$ cat config.mk
export PLATFORM = sky130hd
export DESIGN_NAME = srsc_top
export DESIGN_NICKNAME = d
export VERILOG_FILES = /design/src/core/srsc_pkg.sv /design/src/core/srsc_step_if.sv /design/src/core/srsc_step_pacer.sv /design/src/core/srsc_top.sv
export VERILOG_INCLUDE_DIRS = /design/src /design/src/core
export SDC_FILE = /design/constraint.sdc
export NUM_CORES = 1
export LEC_CHECK = 0
export BUFFER_PORTS_ARGS = -buffer_cell sky130_fd_sc_hd__buf_2
export CAP_MARGIN = 30
export CORE_MARGIN = 2
export CORE_UTILIZATION = 60
export CTS_BUF_LIST = sky130_fd_sc_hd__clkbuf_8 sky130_fd_sc_hd__clkbuf_16
export DETAILED_ROUTE_END_ITERATION = 12
export PLACE_DENSITY = 0.8
export SLEW_MARGIN = 20
export SYNTH_ARGS = -nofsm -noshare
export SYNTH_HDL_FRONTEND = slang
export SYNTH_SLANG_ARGS = --single-unit
$ cat constraint.sdc
create_clock -name aclk -period 17.1 [get_ports aclk]
set_input_delay 3.42 -clock aclk [delete_from_list [all_inputs] [get_ports aclk]]
set_output_delay 3.42 -clock aclk [all_outputs]
set_load 0.05 [all_outputs]
$ cat src/core/srsc_cfg.svh
/*
 * constants for the speed ramp and stop control block: register offsets,
 * field positions, reset values and timing counts.
 * assumes inclusion by bare name from files on the core/ include path.
 */
`ifndef SRSC_CFG_SVH
`define SRSC_CFG_SVH

// ----------------------------------------------------------------------
// register byte offsets
// ----------------------------------------------------------------------
`define SRSC_OFF_CTRL 8'h00
`define SRSC_OFF_PANEL 8'h04
`define SRSC_OFF_ULIM 8'h08
`define SRSC_OFF_ACC 8'h0C
`define SRSC_OFF_DEC 8'h10
`define SRSC_OFF_WAIT 8'h14
`define SRSC_OFF_STAT 8'h18
`define SRSC_OFF_SEG 8'h1C

// ----------------------------------------------------------------------
// control and digit-select field positions
// ----------------------------------------------------------------------
`define SRSC_CTRL_RUN 0
`define SRSC_CTRL_PANEL 1
`define SRSC_CTRL_STOP 2
`define SRSC_CTRL_ASHP 4
`define SRSC_CTRL_DSHP 6
`define SRSC_SEG_ALTZ 4

// ----------------------------------------------------------------------
// reset values
// ----------------------------------------------------------------------
`define SRSC_RST_CTRL 8'h00
`define SRSC_RST_PANEL 12'h000
`define SRSC_RST_ULIM 12'hBB8
`define SRSC_RST_RAMP 16'h001E
`define SRSC_RST_WAIT 16'h0064

// ----------------------------------------------------------------------
// timing: ramp time unit 0.01 s, one speed unit 1 r/min per 1000 r/min
// ----------------------------------------------------------------------
`define SRSC_CLK_PS 4000
`define SRSC_TICK_PS 10000000
`define SRSC_TICK_CYC ((`SRSC_TICK_PS + `SRSC_CLK_PS - 1) / `SRSC_CLK_PS)
`define SRSC_UNIT_TICKS 1000
`define SRSC_RES_FINE 16'd300
`define SRSC_RES_MID 16'd3000
`define SRSC_S1_BAND 12'd250
`define SRSC_S2_BAND 12'd500

`endif

$ cat src/core/srsc_pkg.sv
/*
 * types for the speed ramp and stop control block.
 * assumes srsc_cfg.svh holds all numeric constants.
 */
package srsc_pkg;

   // ramp shaping choices
   typedef enum logic [1:0] {SRSC_LINEAR, SRSC_SCURVE1, SRSC_SCURVE2} srsc_shape_t;

   // stop sequencing states
   typedef enum logic [1:0] {SRSC_OFF, SRSC_RUN, SRSC_DECEL, SRSC_HOLD} srsc_state_t;

endpackage : srsc_pkg

$ cat src/core/srsc_step_if.sv
/*
 * carrier between the ramp control and its step pacer.
 * assumes both ends share aclk.
 */
`timescale 1ns/1ps
`default_nettype none

interface srsc_step_if;
   logic active; // ramp still moving
   srsc_pkg::srsc_shape_t shape; // shape of current ramp
   logic [15:0] ramp_time; // 0.01 s per 1000 r/min
   logic [11:0] dist_start; // distance from ramp start
   logic [11:0] dist_end; // distance to goal
   logic step; // one r/min step pulse
   logic tick; // 10 us timebase pulse

   modport pacer (input active, shape, ramp_time, dist_start, dist_end, output step, tick);
   modport ramp (output active, shape, ramp_time, dist_start, dist_end, input step, tick);
endinterface : srsc_step_if

`default_nettype wire

$ cat src/core/srsc_step_pacer.sv
/*
 * step pacer: 10 us timebase and one speed step every ramp_time ticks,
 * stretched near both ramp ends for the s-curve shapes.
 * assumes a single clock and synchronous active-low reset.
 */
`timescale 1ns/1ps
`default_nettype none
`include "srsc_cfg.svh"

module srsc_step_pacer
(
   // clock and reset
   input wire logic aclk,
   input wire logic aresetn,
   // ramp side
   srsc_step_if.pacer s
);

   logic [11:0] pre_r; // timebase prescaler
   logic [17:0] cnt_r; // ticks since last step
   logic [17:0] period; // ticks per step
   logic [1:0] mult; // curve stretch exponent
   logic near; // within the softening band

   // ----------------------------------------------------------------------
   // timebase
   // ----------------------------------------------------------------------
   // 10 us tick from the core clock
   always_ff @(posedge aclk)
   begin
      if (!aresetn)
      begin
         pre_r <= 12'h000;
         s.tick <= 1'b0;
      end
      else if (pre_r == 12'(`SRSC_TICK_CYC - 1))
      begin
         pre_r <= 12'h000;
         s.tick <= 1'b1;
      end
      else
      begin
         pre_r <= pre_r + 12'h001;
         s.tick <= 1'b0;
      end
   end

   // ----------------------------------------------------------------------
   // shaping
   // ----------------------------------------------------------------------
   // stretch factor: linear none, s1 x2 in 250 band, s2 x4 in 500 band
   always_comb
   begin
      near = 1'b0;
      mult = 2'd0;
      unique case (s.shape)
         srsc_pkg::SRSC_LINEAR: mult = 2'd0; // constant rate
         srsc_pkg::SRSC_SCURVE1:
         begin
            near = (s.dist_start < `SRSC_S1_BAND) || (s.dist_end < `SRSC_S1_BAND);
            mult = near ? 2'd1 : 2'd0; // soft start and end
         end
         default:
         begin
            near = (s.dist_start < `SRSC_S2_BAND) || (s.dist_end < `SRSC_S2_BAND);
            mult = near ? 2'd2 : 2'd0; // stronger curvature
         end
      endcase
      // 1 r/min per ramp_time ticks gives 1000 r/min per ramp_time x 0.01 s
      period = {2'b00, (s.ramp_time == 16'h0000) ? 16'h0001 : s.ramp_time} << mult;
   end

   // ----------------------------------------------------------------------
   // step pulse
   // ----------------------------------------------------------------------
   // count ticks, fire one step when the period is reached
   always_ff @(posedge aclk)
   begin
      if (!aresetn || !s.active)
      begin
         cnt_r <= 18'h00000;
         s.step <= 1'b0;
      end
      else if (s.tick && (cnt_r + 18'h00001 >= period))
      begin
         cnt_r <= 18'h00000;
         s.step <= 1'b1;
      end
      else
      begin
         cnt_r <= s.tick ? cnt_r + 18'h00001 : cnt_r;
         s.step <= 1'b0;
      end
   end

endmodule : srsc_step_pacer

`default_nettype wire

$ cat src/core/srsc_top.sv
/*
 * speed ramp and stop control: axi4-lite register file, target selection
 * and clamp, ramped speed command, coast or ramp-down stop with zero hold,
 * and a 7-segment digit encoder.
 * assumes ext_target comes from logic on aclk; outputs feed the power
 * stage and velocity loop on the same clock.
 */
// The implementer's own choices: the AXI4-Lite slave port and the address map.
`timescale 1ns/1ps
`default_nettype none
`include "srsc_cfg.svh"

// Notes on behaviour
// - panel speed is target only in panel source
// - internal target never exceeds upper limit
// - accel time means time per 1000 r/min
// - decel time means time per 1000 r/min
// - ramp times quantised 0.01/0.1/1 s by range
// - separate accel and decel shape selection
// - linear shape: constant rate, default
// - s-curve one softens ramp start and end
// - s-curve two curves harder than one
// - coast stop cuts power at once
// - ramp stop decelerates to zero first
// - zero speed held electrically after ramp
// - waiting time over: cut power, coast
// - digit zero has two glyph forms
module srsc_top
(
   // clock and reset
   input wire logic aclk,
   input wire logic aresetn,
   // axi4-lite write address
   input wire logic [7:0] s_axi_awaddr,
   input wire logic s_axi_awvalid,
   output logic s_axi_awready,
   // axi4-lite write data
   input wire logic [31:0] s_axi_wdata,
   input wire logic [3:0] s_axi_wstrb,
   input wire logic s_axi_wvalid,
   output logic s_axi_wready,
   // axi4-lite write response
   output logic [1:0] s_axi_bresp,
   output logic s_axi_bvalid,
   input wire logic s_axi_bready,
   // axi4-lite read address
   input wire logic [7:0] s_axi_araddr,
   input wire logic s_axi_arvalid,
   output logic s_axi_arready,
   // axi4-lite read data
   output logic [31:0] s_axi_rdata,
   output logic [1:0] s_axi_rresp,
   output logic s_axi_rvalid,
   input wire logic s_axi_rready,
   // external speed source
   input wire logic [11:0] ext_target,
   // drive outputs
   output logic [11:0] speed_cmd_r,
   output logic power_en_r,
   output logic zero_hold_r,
   output logic coasting_r,
   // keypad digit glyph
   output logic [6:0] seg_r
);

   // ----------------------------------------------------------------------
   // functions
   // ----------------------------------------------------------------------
   // merge write data into a register under byte strobes
   function automatic logic [31:0] wmerge(input logic [31:0] old, input logic [31:0] nw,
                                          input logic [3:0] strb);
      logic [31:0] res;
      res = old;
      for (int i = 0; i < 4; i++)
      begin
         if (strb[i])
         begin
            res[i*8 +: 8] = nw[i*8 +: 8];
         end
      end
      return res;
   endfunction : wmerge

   // snap a ramp time to the resolution of its range
   function automatic logic [15:0] quant(input logic [15:0] t);
      if (t < `SRSC_RES_FINE)
      begin
         return t; // 0.01 s steps
      end
      else if (t < `SRSC_RES_MID)
      begin
         return t - (t % 16'd10); // 0.1 s steps
      end
      return t - (t % 16'd100); // 1 s steps
   endfunction : quant

   // decimal digit to segments gfedcba, zero in two forms
   function automatic logic [6:0] glyph(input logic [3:0] d, input logic alt);
      unique case (d)
         4'h0: return alt ? 7'h5C : 7'h3F; // small or full zero
         4'h1: return 7'h06;
         4'h2: return 7'h5B;
         4'h3: return 7'h4F;
         4'h4: return 7'h66;
         4'h5: return 7'h6D;
         4'h6: return 7'h7D;
         4'h7: return 7'h07;
         4'h8: return 7'h7F;
         4'h9: return 7'h6F;
         default: return 7'h00;
      endcase
   endfunction : glyph

   // ----------------------------------------------------------------------
   // declarations
   // ----------------------------------------------------------------------
   logic [7:0] ctrl_r; // run, source, stop mode, shapes
   logic [11:0] panel_r; // stored internal speed
   logic [11:0] ulim_r; // upper speed limit
   logic [15:0] acc_r; // accel time, 0.01 s units
   logic [15:0] dec_r; // decel time, 0.01 s units
   logic [15:0] wait_r; // free-run waiting time, 0.01 s units
   logic [4:0] segsel_r; // digit and zero form
   logic [7:0] awaddr_r; // latched write address
   logic [31:0] wdata_r; // latched write data
   logic [3:0] wstrb_r; // latched strobes
   logic aw_got_r; // address held
   logic w_got_r; // data held
   logic wr_fire; // both halves present
   logic wr_ok; // write address mapped
   logic [31:0] rd_data; // read mux
   logic rd_ok; // read address mapped
   srsc_pkg::srsc_state_t state_r; // stop sequence state
   logic [9:0] sub_r; // ticks inside one 0.01 s unit
   logic [15:0] units_r; // hold units elapsed
   logic [11:0] target; // clamped selected target
   logic [11:0] goal; // where the ramp heads
   logic [11:0] goal_prev_r; // goal seen last cycle
   logic [11:0] start_r; // speed where ramp began
   logic run; // run command bit
   srsc_step_if st ();

   // ----------------------------------------------------------------------
   // axi4-lite write channel
   // ----------------------------------------------------------------------
   assign wr_fire = aw_got_r && w_got_r && !s_axi_bvalid;
   assign wr_ok = (awaddr_r[1:0] == 2'b00) && (awaddr_r <= `SRSC_OFF_SEG);

   // take address and data in either order, answer once both held
   always_ff @(posedge aclk)
   begin
      if (!aresetn)
      begin
         s_axi_awready <= 1'b1;
         s_axi_wready <= 1'b1;
         s_axi_bvalid <= 1'b0;
         s_axi_bresp <= 2'b00;
         aw_got_r <= 1'b0;
         w_got_r <= 1'b0;
         awaddr_r <= 8'h00;
         wdata_r <= 32'h00000000;
         wstrb_r <= 4'h0;
      end
      else
      begin
         if (s_axi_awvalid && s_axi_awready)
         begin
            awaddr_r <= s_axi_awaddr;
            aw_got_r <= 1'b1;
            s_axi_awready <= 1'b0;
         end
         if (s_axi_wvalid && s_axi_wready)
         begin
            wdata_r <= s_axi_wdata;
            wstrb_r <= s_axi_wstrb;
            w_got_r <= 1'b1;
            s_axi_wready <= 1'b0;
         end
         if (wr_fire)
         begin
            s_axi_bvalid <= 1'b1;
            s_axi_bresp <= wr_ok ? 2'b00 : 2'b10; // unmapped gives slverr
            aw_got_r <= 1'b0;
            w_got_r <= 1'b0;
         end
         if (s_axi_bvalid && s_axi_bready)
         begin
            s_axi_bvalid <= 1'b0;
            s_axi_awready <= 1'b1;
            s_axi_wready <= 1'b1;
         end
      end
   end

   // ----------------------------------------------------------------------
   // configuration registers
   // ----------------------------------------------------------------------
   // software writes; status offset is read-only
   always_ff @(posedge aclk)
   begin
      if (!aresetn)
      begin
         ctrl_r <= `SRSC_RST_CTRL;
         panel_r <= `SRSC_RST_PANEL;
         ulim_r <= `SRSC_RST_ULIM;
         acc_r <= `SRSC_RST_RAMP;
         dec_r <= `SRSC_RST_RAMP;
         wait_r <= `SRSC_RST_WAIT;
         segsel_r <= 5'h00;
      end
      else if (wr_fire && wr_ok)
      begin
         unique case (awaddr_r)
            `SRSC_OFF_CTRL: ctrl_r <= 8'(wmerge({24'h0, ctrl_r}, wdata_r, wstrb_r));
            `SRSC_OFF_PANEL: panel_r <= 12'(wmerge({20'h0, panel_r}, wdata_r, wstrb_r));
            `SRSC_OFF_ULIM: ulim_r <= 12'(wmerge({20'h0, ulim_r}, wdata_r, wstrb_r));
            `SRSC_OFF_ACC: acc_r <= quant(16'(wmerge({16'h0, acc_r}, wdata_r, wstrb_r)));
            `SRSC_OFF_DEC: dec_r <= quant(16'(wmerge({16'h0, dec_r}, wdata_r, wstrb_r)));
            `SRSC_OFF_WAIT: wait_r <= 16'(wmerge({16'h0, wait_r}, wdata_r, wstrb_r));
            `SRSC_OFF_SEG: segsel_r <= 5'(wmerge({27'h0, segsel_r}, wdata_r, wstrb_r));
            default: ctrl_r <= ctrl_r; // status: writes ignored
         endcase
      end
   end

   // ----------------------------------------------------------------------
   // axi4-lite read channel
   // ----------------------------------------------------------------------
   // read mux, unused bits read zero
   always_comb
   begin
      rd_ok = 1'b1;
      unique case (s_axi_araddr)
         `SRSC_OFF_CTRL: rd_data = {24'h0, ctrl_r};
         `SRSC_OFF_PANEL: rd_data = {20'h0, panel_r};
         `SRSC_OFF_ULIM: rd_data = {20'h0, ulim_r};
         `SRSC_OFF_ACC: rd_data = {16'h0, acc_r};
         `SRSC_OFF_DEC: rd_data = {16'h0, dec_r};
         `SRSC_OFF_WAIT: rd_data = {16'h0, wait_r};
         `SRSC_OFF_STAT: rd_data = {12'h0, coasting_r, zero_hold_r, power_en_r, 1'b0,
                                    2'b00, state_r, speed_cmd_r};
         `SRSC_OFF_SEG: rd_data = {20'h0, 1'b0, seg_r, 4'h0} | {27'h0, segsel_r};
         default:
         begin
            rd_data = 32'h00000000;
            rd_ok = 1'b0;
         end
      endcase
   end

   // one read at a time, data registered with the answer
   always_ff @(posedge aclk)
   begin
      if (!aresetn)
      begin
         s_axi_arready <= 1'b1;
         s_axi_rvalid <= 1'b0;
         s_axi_rdata <= 32'h00000000;
         s_axi_rresp <= 2'b00;
      end
      else if (s_axi_arvalid && s_axi_arready)
      begin
         s_axi_arready <= 1'b0;
         s_axi_rvalid <= 1'b1;
         s_axi_rdata <= rd_data;
         s_axi_rresp <= rd_ok ? 2'b00 : 2'b10;
      end
      else if (s_axi_rvalid && s_axi_rready)
      begin
         s_axi_rvalid <= 1'b0;
         s_axi_arready <= 1'b1;
      end
   end

   // ----------------------------------------------------------------------
   // target selection
   // ----------------------------------------------------------------------
   assign run = ctrl_r[`SRSC_CTRL_RUN];

   // panel speed only when panel is the source, then clamp
   always_comb
   begin
      target = ctrl_r[`SRSC_CTRL_PANEL] ? panel_r : ext_target;
      if (target > ulim_r)
      begin
         target = ulim_r;
      end
      goal = (state_r == srsc_pkg::SRSC_RUN) ? target : 12'h000;
   end

   // ----------------------------------------------------------------------
   // stop sequence
   // ----------------------------------------------------------------------
   // coast, run, ramp down, zero hold
   always_ff @(posedge aclk)
   begin
      if (!aresetn)
      begin
         state_r <= srsc_pkg::SRSC_OFF;
         sub_r <= 10'h000;
         units_r <= 16'h0000;
      end
      else
      begin
         unique case (state_r)
            srsc_pkg::SRSC_OFF:
            begin
               if (run)
               begin
                  state_r <= srsc_pkg::SRSC_RUN;
               end
            end
            srsc_pkg::SRSC_RUN:
            begin
               if (!run && !ctrl_r[`SRSC_CTRL_STOP])
               begin
                  state_r <= srsc_pkg::SRSC_OFF; // free stop
               end
               else if (!run)
               begin
                  state_r <= srsc_pkg::SRSC_DECEL; // ramp_down_stop
               end
            end
            srsc_pkg::SRSC_DECEL:
            begin
               sub_r <= 10'h000;
               units_r <= 16'h0000;
               if (run)
               begin
                  state_r <= srsc_pkg::SRSC_RUN;
               end
               else if (speed_cmd_r == 12'h000)
               begin
                  state_r <= srsc_pkg::SRSC_HOLD; // zero reached, lock
               end
            end
            srsc_pkg::SRSC_HOLD:
            begin
               if (run)
               begin
                  state_r <= srsc_pkg::SRSC_RUN;
               end
               else if (units_r >= wait_r)
               begin
                  state_r <= srsc_pkg::SRSC_OFF; // waiting over, coast
               end
               else if (st.tick)
               begin
                  sub_r <= (sub_r == 10'(`SRSC_UNIT_TICKS - 1)) ? 10'h000 : sub_r + 10'h001;
                  units_r <= (sub_r == 10'(`SRSC_UNIT_TICKS - 1)) ? units_r + 16'h0001 : units_r;
               end
            end
         endcase
      end
   end

   // drive status outputs follow the state
   always_ff @(posedge aclk)
   begin
      if (!aresetn)
      begin
         power_en_r <= 1'b0;
         zero_hold_r <= 1'b0;
         coasting_r <= 1'b1;
      end
      else
      begin
         power_en_r <= (state_r != srsc_pkg::SRSC_OFF);
         zero_hold_r <= (state_r == srsc_pkg::SRSC_HOLD);
         coasting_r <= (state_r == srsc_pkg::SRSC_OFF);
      end
   end

   // ----------------------------------------------------------------------
   // ramp generator
   // ----------------------------------------------------------------------
   // accel or decel settings chosen by direction of travel
   always_comb
   begin
      st.active = (speed_cmd_r != goal) && (state_r != srsc_pkg::SRSC_OFF);
      st.ramp_time = (goal > speed_cmd_r) ? acc_r : dec_r;
      st.shape = srsc_pkg::srsc_shape_t'((goal > speed_cmd_r) ? ctrl_r[`SRSC_CTRL_ASHP +: 2]
                                                               : ctrl_r[`SRSC_CTRL_DSHP +: 2]);
      st.dist_start = (speed_cmd_r > start_r) ? speed_cmd_r - start_r : start_r - speed_cmd_r;
      st.dist_end = (speed_cmd_r > goal) ? speed_cmd_r - goal : goal - speed_cmd_r;
   end

   // step toward goal, stop on it, zero when coasting
   always_ff @(posedge aclk)
   begin
      if (!aresetn)
      begin
         speed_cmd_r <= 12'h000;
         start_r <= 12'h000;
         goal_prev_r <= 12'h000;
      end
      else
      begin
         goal_prev_r <= goal;
         if (goal != goal_prev_r)
         begin
            start_r <= speed_cmd_r; // new ramp begins here
         end
         if (state_r == srsc_pkg::SRSC_OFF)
         begin
            speed_cmd_r <= 12'h000; // no control while coasting
         end
         else if (speed_cmd_r == goal)
         begin
            speed_cmd_r <= speed_cmd_r; // hold at target
         end
         else if (st.step)
         begin
            speed_cmd_r <= (goal > speed_cmd_r) ? speed_cmd_r + 12'h001
                                                : speed_cmd_r - 12'h001;
         end
      end
   end

   // step pacing and shaping
   srsc_step_pacer u_pacer
   (
      .aclk(aclk),
      .aresetn(aresetn),
      .s(st.pacer)
   );

   // ----------------------------------------------------------------------
   // keypad digit
   // ----------------------------------------------------------------------
   // registered glyph of the selected digit
   always_ff @(posedge aclk)
   begin
      if (!aresetn)
      begin
         seg_r <= 7'h00;
      end
      else
      begin
         seg_r <= glyph(segsel_r[3:0], segsel_r[`SRSC_SEG_ALTZ]);
      end
   end

endmodule : srsc_top

`default_nettype wire

* Yosys cells after proc, flatten, opt, wreduce, memory -nomap -nowiden
Index checks and enable logic that the tools add are counted.
Storage, ports and cells: bits in registers 260, bits of input ports 71, output and inout bits 63, logic and storage cells 238
Cells by class: add/subtract/negate cells 14, divide/modulo/power cells 4, $lt $le $gt $ge 15, equality and inequality tests 39, shifts and indexed selects 1, multiplexer cells 74, bitwise operators 3, reductions and logical operators 51
Operator list (count):
- two-way mux 16 bit | 12
- one-hot mux 20 bit (8 select lines) | 1
- two-way mux 8 bit | 16
- two-way mux 12 bit | 6
- one-hot mux 7 bit (10 select lines) | 1
- subtractor 16 bit | 4
- equality test 8 x 5 -> 1 bit (second input constant) | 7
- > comparator 12 bit | 4
- subtractor 12 bit | 4
- two-way mux 10 bit | 4
- equality test 8 x 4 -> 1 bit (second input constant) | 4
- < comparator 16 x 12 -> 1 bit (second input constant) | 2
- < comparator 16 x 9 -> 1 bit (second input constant) | 2
- modulo 16 x 4 -> 16 bit (second input constant) | 2
- modulo 16 x 7 -> 16 bit (second input constant) | 2
- one-hot mux 16 bit (2 select lines) | 1
- adder 12 x 1 -> 12 bit (second input constant) | 2
- < comparator 12 x 8 -> 1 bit (second input constant) | 2
- < comparator 12 x 9 -> 1 bit (second input constant) | 2
- != test 12 bit | 2
- AND reduction 3 bit | 8
- two-way mux 2 bit | 11
- one-hot mux 10 bit (2 select lines) | 1
- adder 18 x 1 -> 18 bit (second input constant) | 1
- 41 further kinds | 100

* Depth between registers and ports, before layout
Gate-level depths: netlist of run 1.
word-level depth 14, gate-level depth with buffers 63, mapped depth without buffers 59

* Modules after synthesis
A second synthesis of run 1 with hierarchy kept.
Second synthesis, totals: cell total of the unflattened synthesis 3139, area, all modules 23697.7 um^2
By module, submodules not included:
- srsc_top | times used 1, cells each 2832, area each 21141.5 um^2, seq. area each 4264.1 um^2
- srsc_step_pacer | times used 1, cells each 307, area each 2556.2 um^2, seq. area each 640.6 um^2

* Worst setup path after synthesis of run 1
No wires, ideal clock.
path type input port to flip-flop, start in ext_target[5], end reg u_pacer.cnt_r[10], setup time 0.065 ns, arrival time 13.055 ns, data required time 17.035 ns, setup slack 3.980 ns, stages 59, path buffers 5, cells stage by stage mux2_2 -> ha_1 -> a21o_1 -> a21oi_1 -> nor2b_1 -> o21ai_0 -> nand2b_1 -> a21oi_1 -> nor2b_1 -> o21ai_0 -> a22oi_1 -> clkbuf_1 -> nor2_1 -> a211oi_1 -> ha_1 -> clkbuf_1 -> a21o_1 -> a21o_1 -> (+23 left out) -> a21o_1 -> a21o_1 -> a21oi_1 -> o21ai_0 -> a21oi_1 -> nor2b_1 -> o21ai_0 -> nand2b_1 -> a21oi_1 -> nor2b_1 -> o21ai_0 -> nand2b_1 -> a21oi_1 -> nor2b_1 -> o21ai_0 -> nand2_1 -> clkbuf_1 -> nor2_1
On the way: longest elaborated chain between the ends 14, elaborated cells between the ends (all ways) 30, classes of those cells 2 x add/sub; 6 x order compare; 2 x eq/ne; 1 x shift; 10 x mux; 9 x reduce/logical
RTL lines:
- start: declaration | line srsc_top.sv:56 | input wire logic [11:0] ext_target,
- two-way mux 12 bit * | line srsc_top.sv:283 | target = ctrl_r[`SRSC_CTRL_PANEL] ? panel_r : ext_target;
- > comparator 12 bit | line srsc_top.sv:284 | if (target > ulim_r)
- two-way mux 12 bit * | line srsc_top.sv:284
- two-way mux 12 bit * | line srsc_top.sv:288 | goal = (state_r == srsc_pkg::SRSC_RUN) ? target : 12'h000;
- net goal[5] | line srsc_top.sv:137 | logic [11:0] goal;
- subtractor 12 bit / > comparator 12 bit (equally long branches) | line srsc_top.sv:385 | st.dist_end = (speed_cmd_r > goal) ? speed_cmd_r - goal : goal - speed_cmd_r;
- two-way mux 12 bit | line srsc_top.sv:385
- < comparator 12 x 8 -> 1 bit (no line) / < comparator 12 x 9 -> 1 bit (equally long branches)
- logical OR 1 bit, on equally long branches | line srsc_step_pacer.sv:60, srsc_step_pacer.sv:65
- two-way mux 1 bit / two-way mux 2 bit (equally long branches) | line srsc_step_pacer.sv:61, srsc_step_pacer.sv:66
- one-hot mux 2 bit (2 select lines) | line srsc_step_pacer.sv:56 | unique case (s.shape)
- left shift 16 x 2 -> 18 bit | line srsc_step_pacer.sv:70 | period = {2'b00, (s.ramp_time == 16'h0000) ? 16'h0001 : s.ramp_time} << mult;
- >= comparator 18 bit | line srsc_step_pacer.sv:84 | else if (s.tick && (cnt_r + 18'h00001 >= period))
- logical AND 1 bit | line srsc_step_pacer.sv:84
- OR reduction 2 bit (no line) *
- end signal: assignment | line srsc_step_pacer.sv:91 | cnt_r <= s.tick ? cnt_r + 18'h00001 : cnt_r;
- end: declaration | line srsc_step_pacer.sv:20 | logic [17:0] cnt_r;
Mark *: on every way through the listed nets, which the timed path passes. The rest lies on a longest branch. A chain may end at the register's enable or synchronous reset.

* Worst setup path in the final report of run 1
start in ext_target[5], end reg u_pacer.cnt_r[8]
On the way: longest elaborated chain between the ends 14, elaborated cells between the ends (all ways) 30, classes of those cells 2 x add/sub; 6 x order compare; 2 x eq/ne; 1 x shift; 10 x mux; 9 x reduce/logical
RTL lines (line):
- two-way mux 12 bit * | srsc_top.sv:283
- > comparator 12 bit * | srsc_top.sv:284
- two-way mux 12 bit * | srsc_top.sv:284
- two-way mux 12 bit * | srsc_top.sv:288
- net goal[1] | srsc_top.sv:137
- subtractor 12 bit / > comparator 12 bit (equally long branches) | srsc_top.sv:385
- two-way mux 12 bit | srsc_top.sv:385
- < comparator 12 x 8 -> 1 bit (no line) / < comparator 12 x 9 -> 1 bit (equally long branches)
- logical OR 1 bit, on equally long branches | srsc_step_pacer.sv:60, srsc_step_pacer.sv:65
- two-way mux 1 bit / two-way mux 2 bit (equally long branches) | srsc_step_pacer.sv:61, srsc_step_pacer.sv:66
- one-hot mux 2 bit (2 select lines) | srsc_step_pacer.sv:56
- left shift 16 x 2 -> 18 bit | srsc_step_pacer.sv:70
- >= comparator 18 bit | srsc_step_pacer.sv:84
- logical AND 1 bit | srsc_step_pacer.sv:84
- OR reduction 2 bit (no line) *
Marks and branches as above.

==> out/results.ini, run 1 <==
[synth]
yosysTopAreaCell=dfxtp_1
ys.flop_type=dfxtp_1
yosys_warnings=0
ys_types=119
syn_area_mm2=0.0235
yosys-top-cells-count=310 x nor2_1, 247 x nand2_1, 245 x dfxtp_1
async_flop_share=0
ys_ff_latch=245
ys_seq_area_frac=0.209
syn_inst=3073
synth_edf_count=0
synth.avg_cell_area_um2=7.64
synth.area.top_cells=dfxtp_1 21%, ha_1 8.8%, mux2i_1 6.1%, a21oi_1 5.1%, nor2_1 5.0%
yosysMostFrequentCell=nor2_1
netlist.area_leader.share=0.209

[floorplanning]
die_w_um=202
placementRows=72
num_io_pins=134
coreArea_mm2=0.0386
initial_core_util=0.607
die_area_mm2=0.0407
fp.dieH_um=202

[drt]
drtIter0Drc=2449
drc=0
wirelength_mm=70.7
dr.pass1.iters=7
antenna_left=0
wire_per_inst_um=19.4
vias=23800
vias_per_cell=6.52

[worst_hold_path]
hold_path.class=flop to flop
hp-start=s_axi_rdata[19]$_SDFFE_PN0P_

[sta]
rsz0062_at_grt=no
worstMarginPinSlew_ns=1.08
skew_ns=0.0243
hold_violations=0
max_slew_margin=0.281
setup_violations=0
slew_violations=0
finalSetupTns_ns=0
timing.final.crit_share=0.809
fmax_ghz=0.0723
finalCriticalPeriod_ns=13.84

[critical_path]
worstPathArrival_ns=14.32
cp.required_ns=17.58
crit-reg2reg-launch=ctrl_r[1]$_SDFFE_PN0P_
critPathSlowestCell=a211oi_1
startpoint=ext_target[5]
endpoint_kind=flop
worst-setup-path-type=input pin to flop
cpPeakStageDelay_ns=0.74
crit_path_frequent_cell=a21oi_1
start_kind=input pin
cp_num_buf_inv=5
path_max_fanout=27
cp_top_family=compound AO/OA/AOI/OAI gates

[clock_network]
cts.sink_count=245
htree_levels=1
clock_latency_ns=0.56
cts_root_buffer=clkbuf_16
cts-buffers-inserted=26
hold_buffers=0
postCtsSetupBuffers=0
path_clk_slew_ns=0.06
cts_tree=yes
clock_path_buffers=3
cts.repair.resized=0

[final_layout]
antenna_cells=0
fin_util=0.653
drive_gt1_frac=0.0994
final_nets=3353
design_area_mm2=0.0252
finalNonFillerCells=3648
area_growth_pct=7.49

[placed_design]
dp_cells=3598
io_buffer_count=100
hpwl_mm=52.9
place_congestion=0.997
placed_cell_area_mm2=0.0243

[grt]
grt_pass1_wl_mm=114
grt_antenna_before_repair=0
track_usage=0.335
grt_pass1_vias=22235
grt_overflow=0
grt_max_degree=83

[power_and_ir_drop]
max-vdd-ir-drop_uv=77.0
power_density_mw_per_mm2=63.5
power_leakage_nw=11.0

[job]
maxCapViolations=0

[run_status]
status=finished, final reports clean

worst register-to-register path: cells and delay by family, from the launching register on:
family,cells,cell delay [ns]
DFF,1,0.77
and+or+nand+nor,20,2.15
AOI/OAI and AO/OA,30,6.08
adders and majority gates,3,1.07
buffers and inverters,4,0.96
muxes,2,0.71
where the power goes:
part	total (W)	internal [W]	switching (W)
logic	0.000419	0.000161	0.000257
clock network	0.000594	0.000348	0.000246
registers	0.000591	0.000577	0.0000138
placed cells by master, fill, tap and decap left out, types with 25 or more instances in the layout:
cell       count
nor2_1       309
nand2_1      247
dfxtp_1      244
a21oi_1      240
ha_1         165
o21ai_0      149
mux2i_1      142
inv_1        132
a21o_1       103
buf_2        101
xor2_1       100
xnor2_1       89
nor3_1        88
nand3_1       81
conb_1        53
a221oi_1      47
a211oi_1      43
mux2_2        42
nand4_1       41
nand2b_1      40
o211ai_1      38
a22oi_1       37
nor2b_1       36
and3_1        35
o21a_1        34
buf_4         34
a31oi_1       31
clkbuf_16     27
nor4_1        26
and2_1        25
metal layers:
layer | vias up | wire (um) | GRT usage
met2 | 1030 | 32900 | 0.570
met1 | 11279 | 29200 | 0.423
met3 | 223 | 5550 | 0.0480
met4 | 0 | 3120 | 0.143
li1 | 11268 | - | -
met5 | - | 0 | 0
layout make-up:
type | instances | area, um^2
Clock inverter | 16 | 178
Fill cell | 3283 | 13400
Multi-Input combinational cell | 2559 | 17500
Tap cell | 518 | 648
Sequential cell | 245 | 4910
Inverter | 141 | 532
Clock buffer | 30 | 717
Timing Repair Buffer | 139 | 800
path summary, 6_finish.rpt:
kind / end / cells after the start / slack (ns)
max: u_pacer.cnt_r[8]$_SDFFE_PP0P_ / 60 / 3.26
min reg2reg: s_axi_rdata[19]$_SDFFE_PN0P_ / 2 / 0.46
min: s_axi_rdata[19]$_SDFFE_PN0P_ / 2 / 0.46
max reg2reg: u_pacer.cnt_r[8]$_SDFFE_PP0P_ / 59 / 5.31
registers in the layout, indices dropped and copies added, names as in the netlist, 7 cells and up:
register,cells
acc_r,16
dec_r,16
speed_cmd_r,12
seg_r,7
u_pacer.cnt_r,18
units_r,16
start_r,12
goal_prev_r,12
ctrl_r,8
wdata_r,16
ulim_r,12
panel_r,12
awaddr_r,8
sub_r,10
wait_r,16
u_pacer.pre_r,12
s_axi_rdata,19
metrics by stage:
step	worst slack [ns]	power (W)	hold WS (ns)
detailed placement	2.94	0.00101	0.449
global route	2.21	0.00167	0.494
CTS	3.47	0.00160	0.458
floorplan	3.98	0.000930	0.426
finish	3.26	0.00160	0.461
global placement	3.15	0.000992	0.438
cells by family after synthesis:
kind of cell	share of synthesized area
buf+inv	0.0564
xor+xnor	0.0726
simple gates	0.205
compound gates	0.276
fa+ha+maj	0.0949
flops	0.209
mux	0.0864
other cells	0.000320
(Power assumes the default switching activity.)
==> run 2, diff against run 1 <==
--- a/config.mk
+++ b/config.mk
@@ -6,13 +6,14 @@
 export SDC_FILE = /design/constraint.sdc
 export NUM_CORES = 1
 export LEC_CHECK = 0
+export ABC_AREA = 1
 export BUFFER_PORTS_ARGS = -buffer_cell sky130_fd_sc_hd__buf_2
 export CAP_MARGIN = 30
 export CORE_MARGIN = 2
-export CORE_UTILIZATION = 60
+export CORE_UTILIZATION = 57
 export CTS_BUF_LIST = sky130_fd_sc_hd__clkbuf_8 sky130_fd_sc_hd__clkbuf_16
 export DETAILED_ROUTE_END_ITERATION = 12
-export PLACE_DENSITY = 0.8
+export PLACE_DENSITY = 0.79
 export SLEW_MARGIN = 20
 export SYNTH_ARGS = -nofsm -noshare
 export SYNTH_HDL_FRONTEND = slang
==> constraint.sdc (replaced) <==
create_clock -name aclk -period 11.18 [get_ports aclk]
set_input_delay 2.236 -clock aclk [delete_from_list [all_inputs] [get_ports aclk]]
set_output_delay 2.236 -clock aclk [all_outputs]
set_load 0.05 [all_outputs]
==> out/results.ini, run 2 <==
[critical_path]
startpoint=ext_target[1]
start_kind=input pin
path_max_fanout=18
cpPeakStageDelay_ns=0.44
worst-r2r-cell-count=76
rrSetupSlack_ns=2.18
cp.required_ns=11.65
worstPathArrival_ns=10.22
reg2reg_to=acc_r[15]$_SDFFE_PN0P_
cp-endpoint=u_pacer.cnt_r[3]$_SDFFE_PP0P_
critPathSlowestCell=nor3_1
endpoint_kind=flop
crit-reg2reg-launch=wstrb_r[1]$_SDFFE_PN0P_
worst-setup-path-type=input pin to flop

[placed_design]
io_buffer_count=100
place_congestion=1.02
placed_cell_area_mm2=0.0235
hpwl_mm=49.4
dp_cells=4072

[drt]
drt-met1-wl_mm=28.7
vias_per_cell=5.59
top_layer=met4
wl_met2_mm=28.2
dr.pass1.iters=9
wire_per_inst_um=15.4
routed-wl-met3_mm=4.69
vias=23014
antenna_left=0
wirelength_mm=63.3
drtIter0Drc=2175
drc=0

[floorplanning]
initial_core_util=0.579
placementRows=72
die_w_um=202
num_io_pins=134
coreArea_mm2=0.0387
die_area_mm2=0.0410
fp.dieH_um=202

[sta]
hold_violations=0
finalSetupTns_ns=0
rsz0062_at_grt=no
fmax_ghz=0.103
skew_ns=0.0349
timing.final.crit_share=0.872
max_slew_margin=0.358
setup_violations=0
finalCriticalPeriod_ns=9.75
slew_violations=0
worstMarginPinSlew_ns=0.959

[synth]
ys_ff_latch=245
syn_inst=3473
async_flop_share=0
ys.flop_type=dfxtp_1
yosysMostFrequentCell=nand2_1
netlist.area_leader.share=0.219
ys_types=78
yosys-top-cells-count=693 x nand2_1, 440 x inv_1, 301 x a21oi_1
synth.area.top_cells=dfxtp_1 22%, nand2_1 12%, ha_1 9.2%, inv_1 7.4%, a21oi_1 6.7%
syn_area_mm2=0.0224
yosys_warnings=0
synth_edf_count=0
yosysTopAreaCell=dfxtp_1
ys_seq_area_frac=0.219
synth.avg_cell_area_um2=6.46

[final_layout]
final_common_cell=nand2_1
finalNonFillerCells=4120
antenna_cells=0
final_cell_mix=693 x nand2_1, 443 x inv_1, 301 x a21oi_1, 298 x o21ai_0, 259 x nor2_1
top_register=s_axi_rdata
largest_reg_flops=19
final_nets=3824
drive_gt1_frac=0.127
largest_registers=s_axi_rdata: 19 flops, u_pacer.cnt_r: 18 flops
design_area_mm2=0.0244
fin_util=0.630
area_growth_pct=8.77

[grt]
track_usage=0.299
grt_overflow=0
grt_pass1_vias=20462
grt_pass1_wl_mm=102
grt_antenna_before_repair=0
grt_max_degree=66

[clock_network]
cts.repair.resized=0
cts-buffers-inserted=26
postCtsSetupBuffers=0
clock_path_buffers=3
path_clk_slew_ns=0.07
htree_levels=1
clock_latency_ns=0.56
cts_root_buffer=clkbuf_16
hold_buffers=0
cts_tree=yes
cts.sink_count=245

[power_and_ir_drop]
max-vdd-ir-drop_uv=405
power_density_mw_per_mm2=281
power_leakage_nw=12.1

[worst_hold_path]
hold_path.class=flop to flop

[job]
maxCapViolations=0

[run_status]
status=finished, final reports clean

## run 2: cell count changes after synthesis, sizes merged, moves of 62 or more
cell / before / now
o21ai: 167 / 331
a21o: 103 / 7
nand3: 81 / 245
nand2: 248 / 836
clkbuf: 134 / 72
xnor2: 92 / 25
mux2i: 150 / 16
a21oi: 242 / 315
inv: 133 / 484
## run 2: cell families (layout without fill, tap and decap cells)
group	Yosys count	after routing	synth area share
other	2	53	0.000335
AND/OR/NAND/NOR	1521	1521	0.320
AO/OA/AOI/OAI	822	822	0.211
multiplexers	16	16	0.00714
adder cells (fa/ha/maj)	170	170	0.0964
buffers and inverters	595	673	0.106
flip-flops	245	245	0.219
XOR/XNOR	102	102	0.0413
## run 2: worst min path at each step
stage / from / slack [ns] / end / cells after the start
finish: sub_r[9]$_SDFFE_PN0P_ / 0.46 / sub_r[9]$_SDFFE_PN0P_ / 1
CTS: sub_r[9]$_SDFFE_PN0P_ / 0.45 / sub_r[9]$_SDFFE_PN0P_ / 1
global placement: w_got_r$_SDFFE_PP0P_ / 0.44 / w_got_r$_SDFFE_PP0P_ / 2
global route: aw_got_r$_SDFFE_PP0P_ / 0.48 / aw_got_r$_SDFFE_PP0P_ / 2
detailed placement: aw_got_r$_SDFFE_PP0P_ / 0.45 / aw_got_r$_SDFFE_PP0P_ / 2
floorplan: sub_r[9]$_SDFFE_PN0P_ / 0.42 / sub_r[9]$_SDFFE_PN0P_ / 1
## run 2: area by class of cell
cell class | count | area, um^2
clock inverter | 17 | 193
multi-input combinational | 2684 | 15400
fill | 3684 | 14300
inverter | 500 | 1890
tap | 518 | 648
clock buffer | 30 | 717
timing repair buffer | 126 | 696
sequential | 245 | 4900
## run 2: layer usage
metal / global-route usage / up-vias
li1: - / 11758
met2: 0.498 / 741
met1: 0.411 / 10394
met3: 0.0366 / 121
met4: 0.0735 / 0
met5: 0 / -
## run 2: power breakdown
group | switching (W) | internal [W]
combinational | 0.00317 | 0.00181
sequential | 0.0000440 | 0.000926
clock | 0.000371 | 0.000551
total | 0.00358 | 0.00329
## run 2: through the flow
stage / setup slack (ns) / total power [W] / hold WS [ns]
finish: 1.43 / 0.00687 / 0.459
global route: 0.620 / 0.00759 / 0.481
CTS: 1.64 / 0.00681 / 0.453
detailed placement: 1.10 / 0.00587 / 0.452
global placement: 1.16 / 0.00581 / 0.441
floorplan: 1.86 / 0.00498 / 0.422
## run 2: critical path: cells and delay by family
kind,cells,cell delay [ns]
buffers and inverters,6,1.14
AND/OR/NAND/NOR,13,1.78
multiplexers,2,0.41
AO/OA/AOI/OAI,20,3.46
XOR/XNOR,1,0.16
adder cells (fa/ha/maj),3,1.02
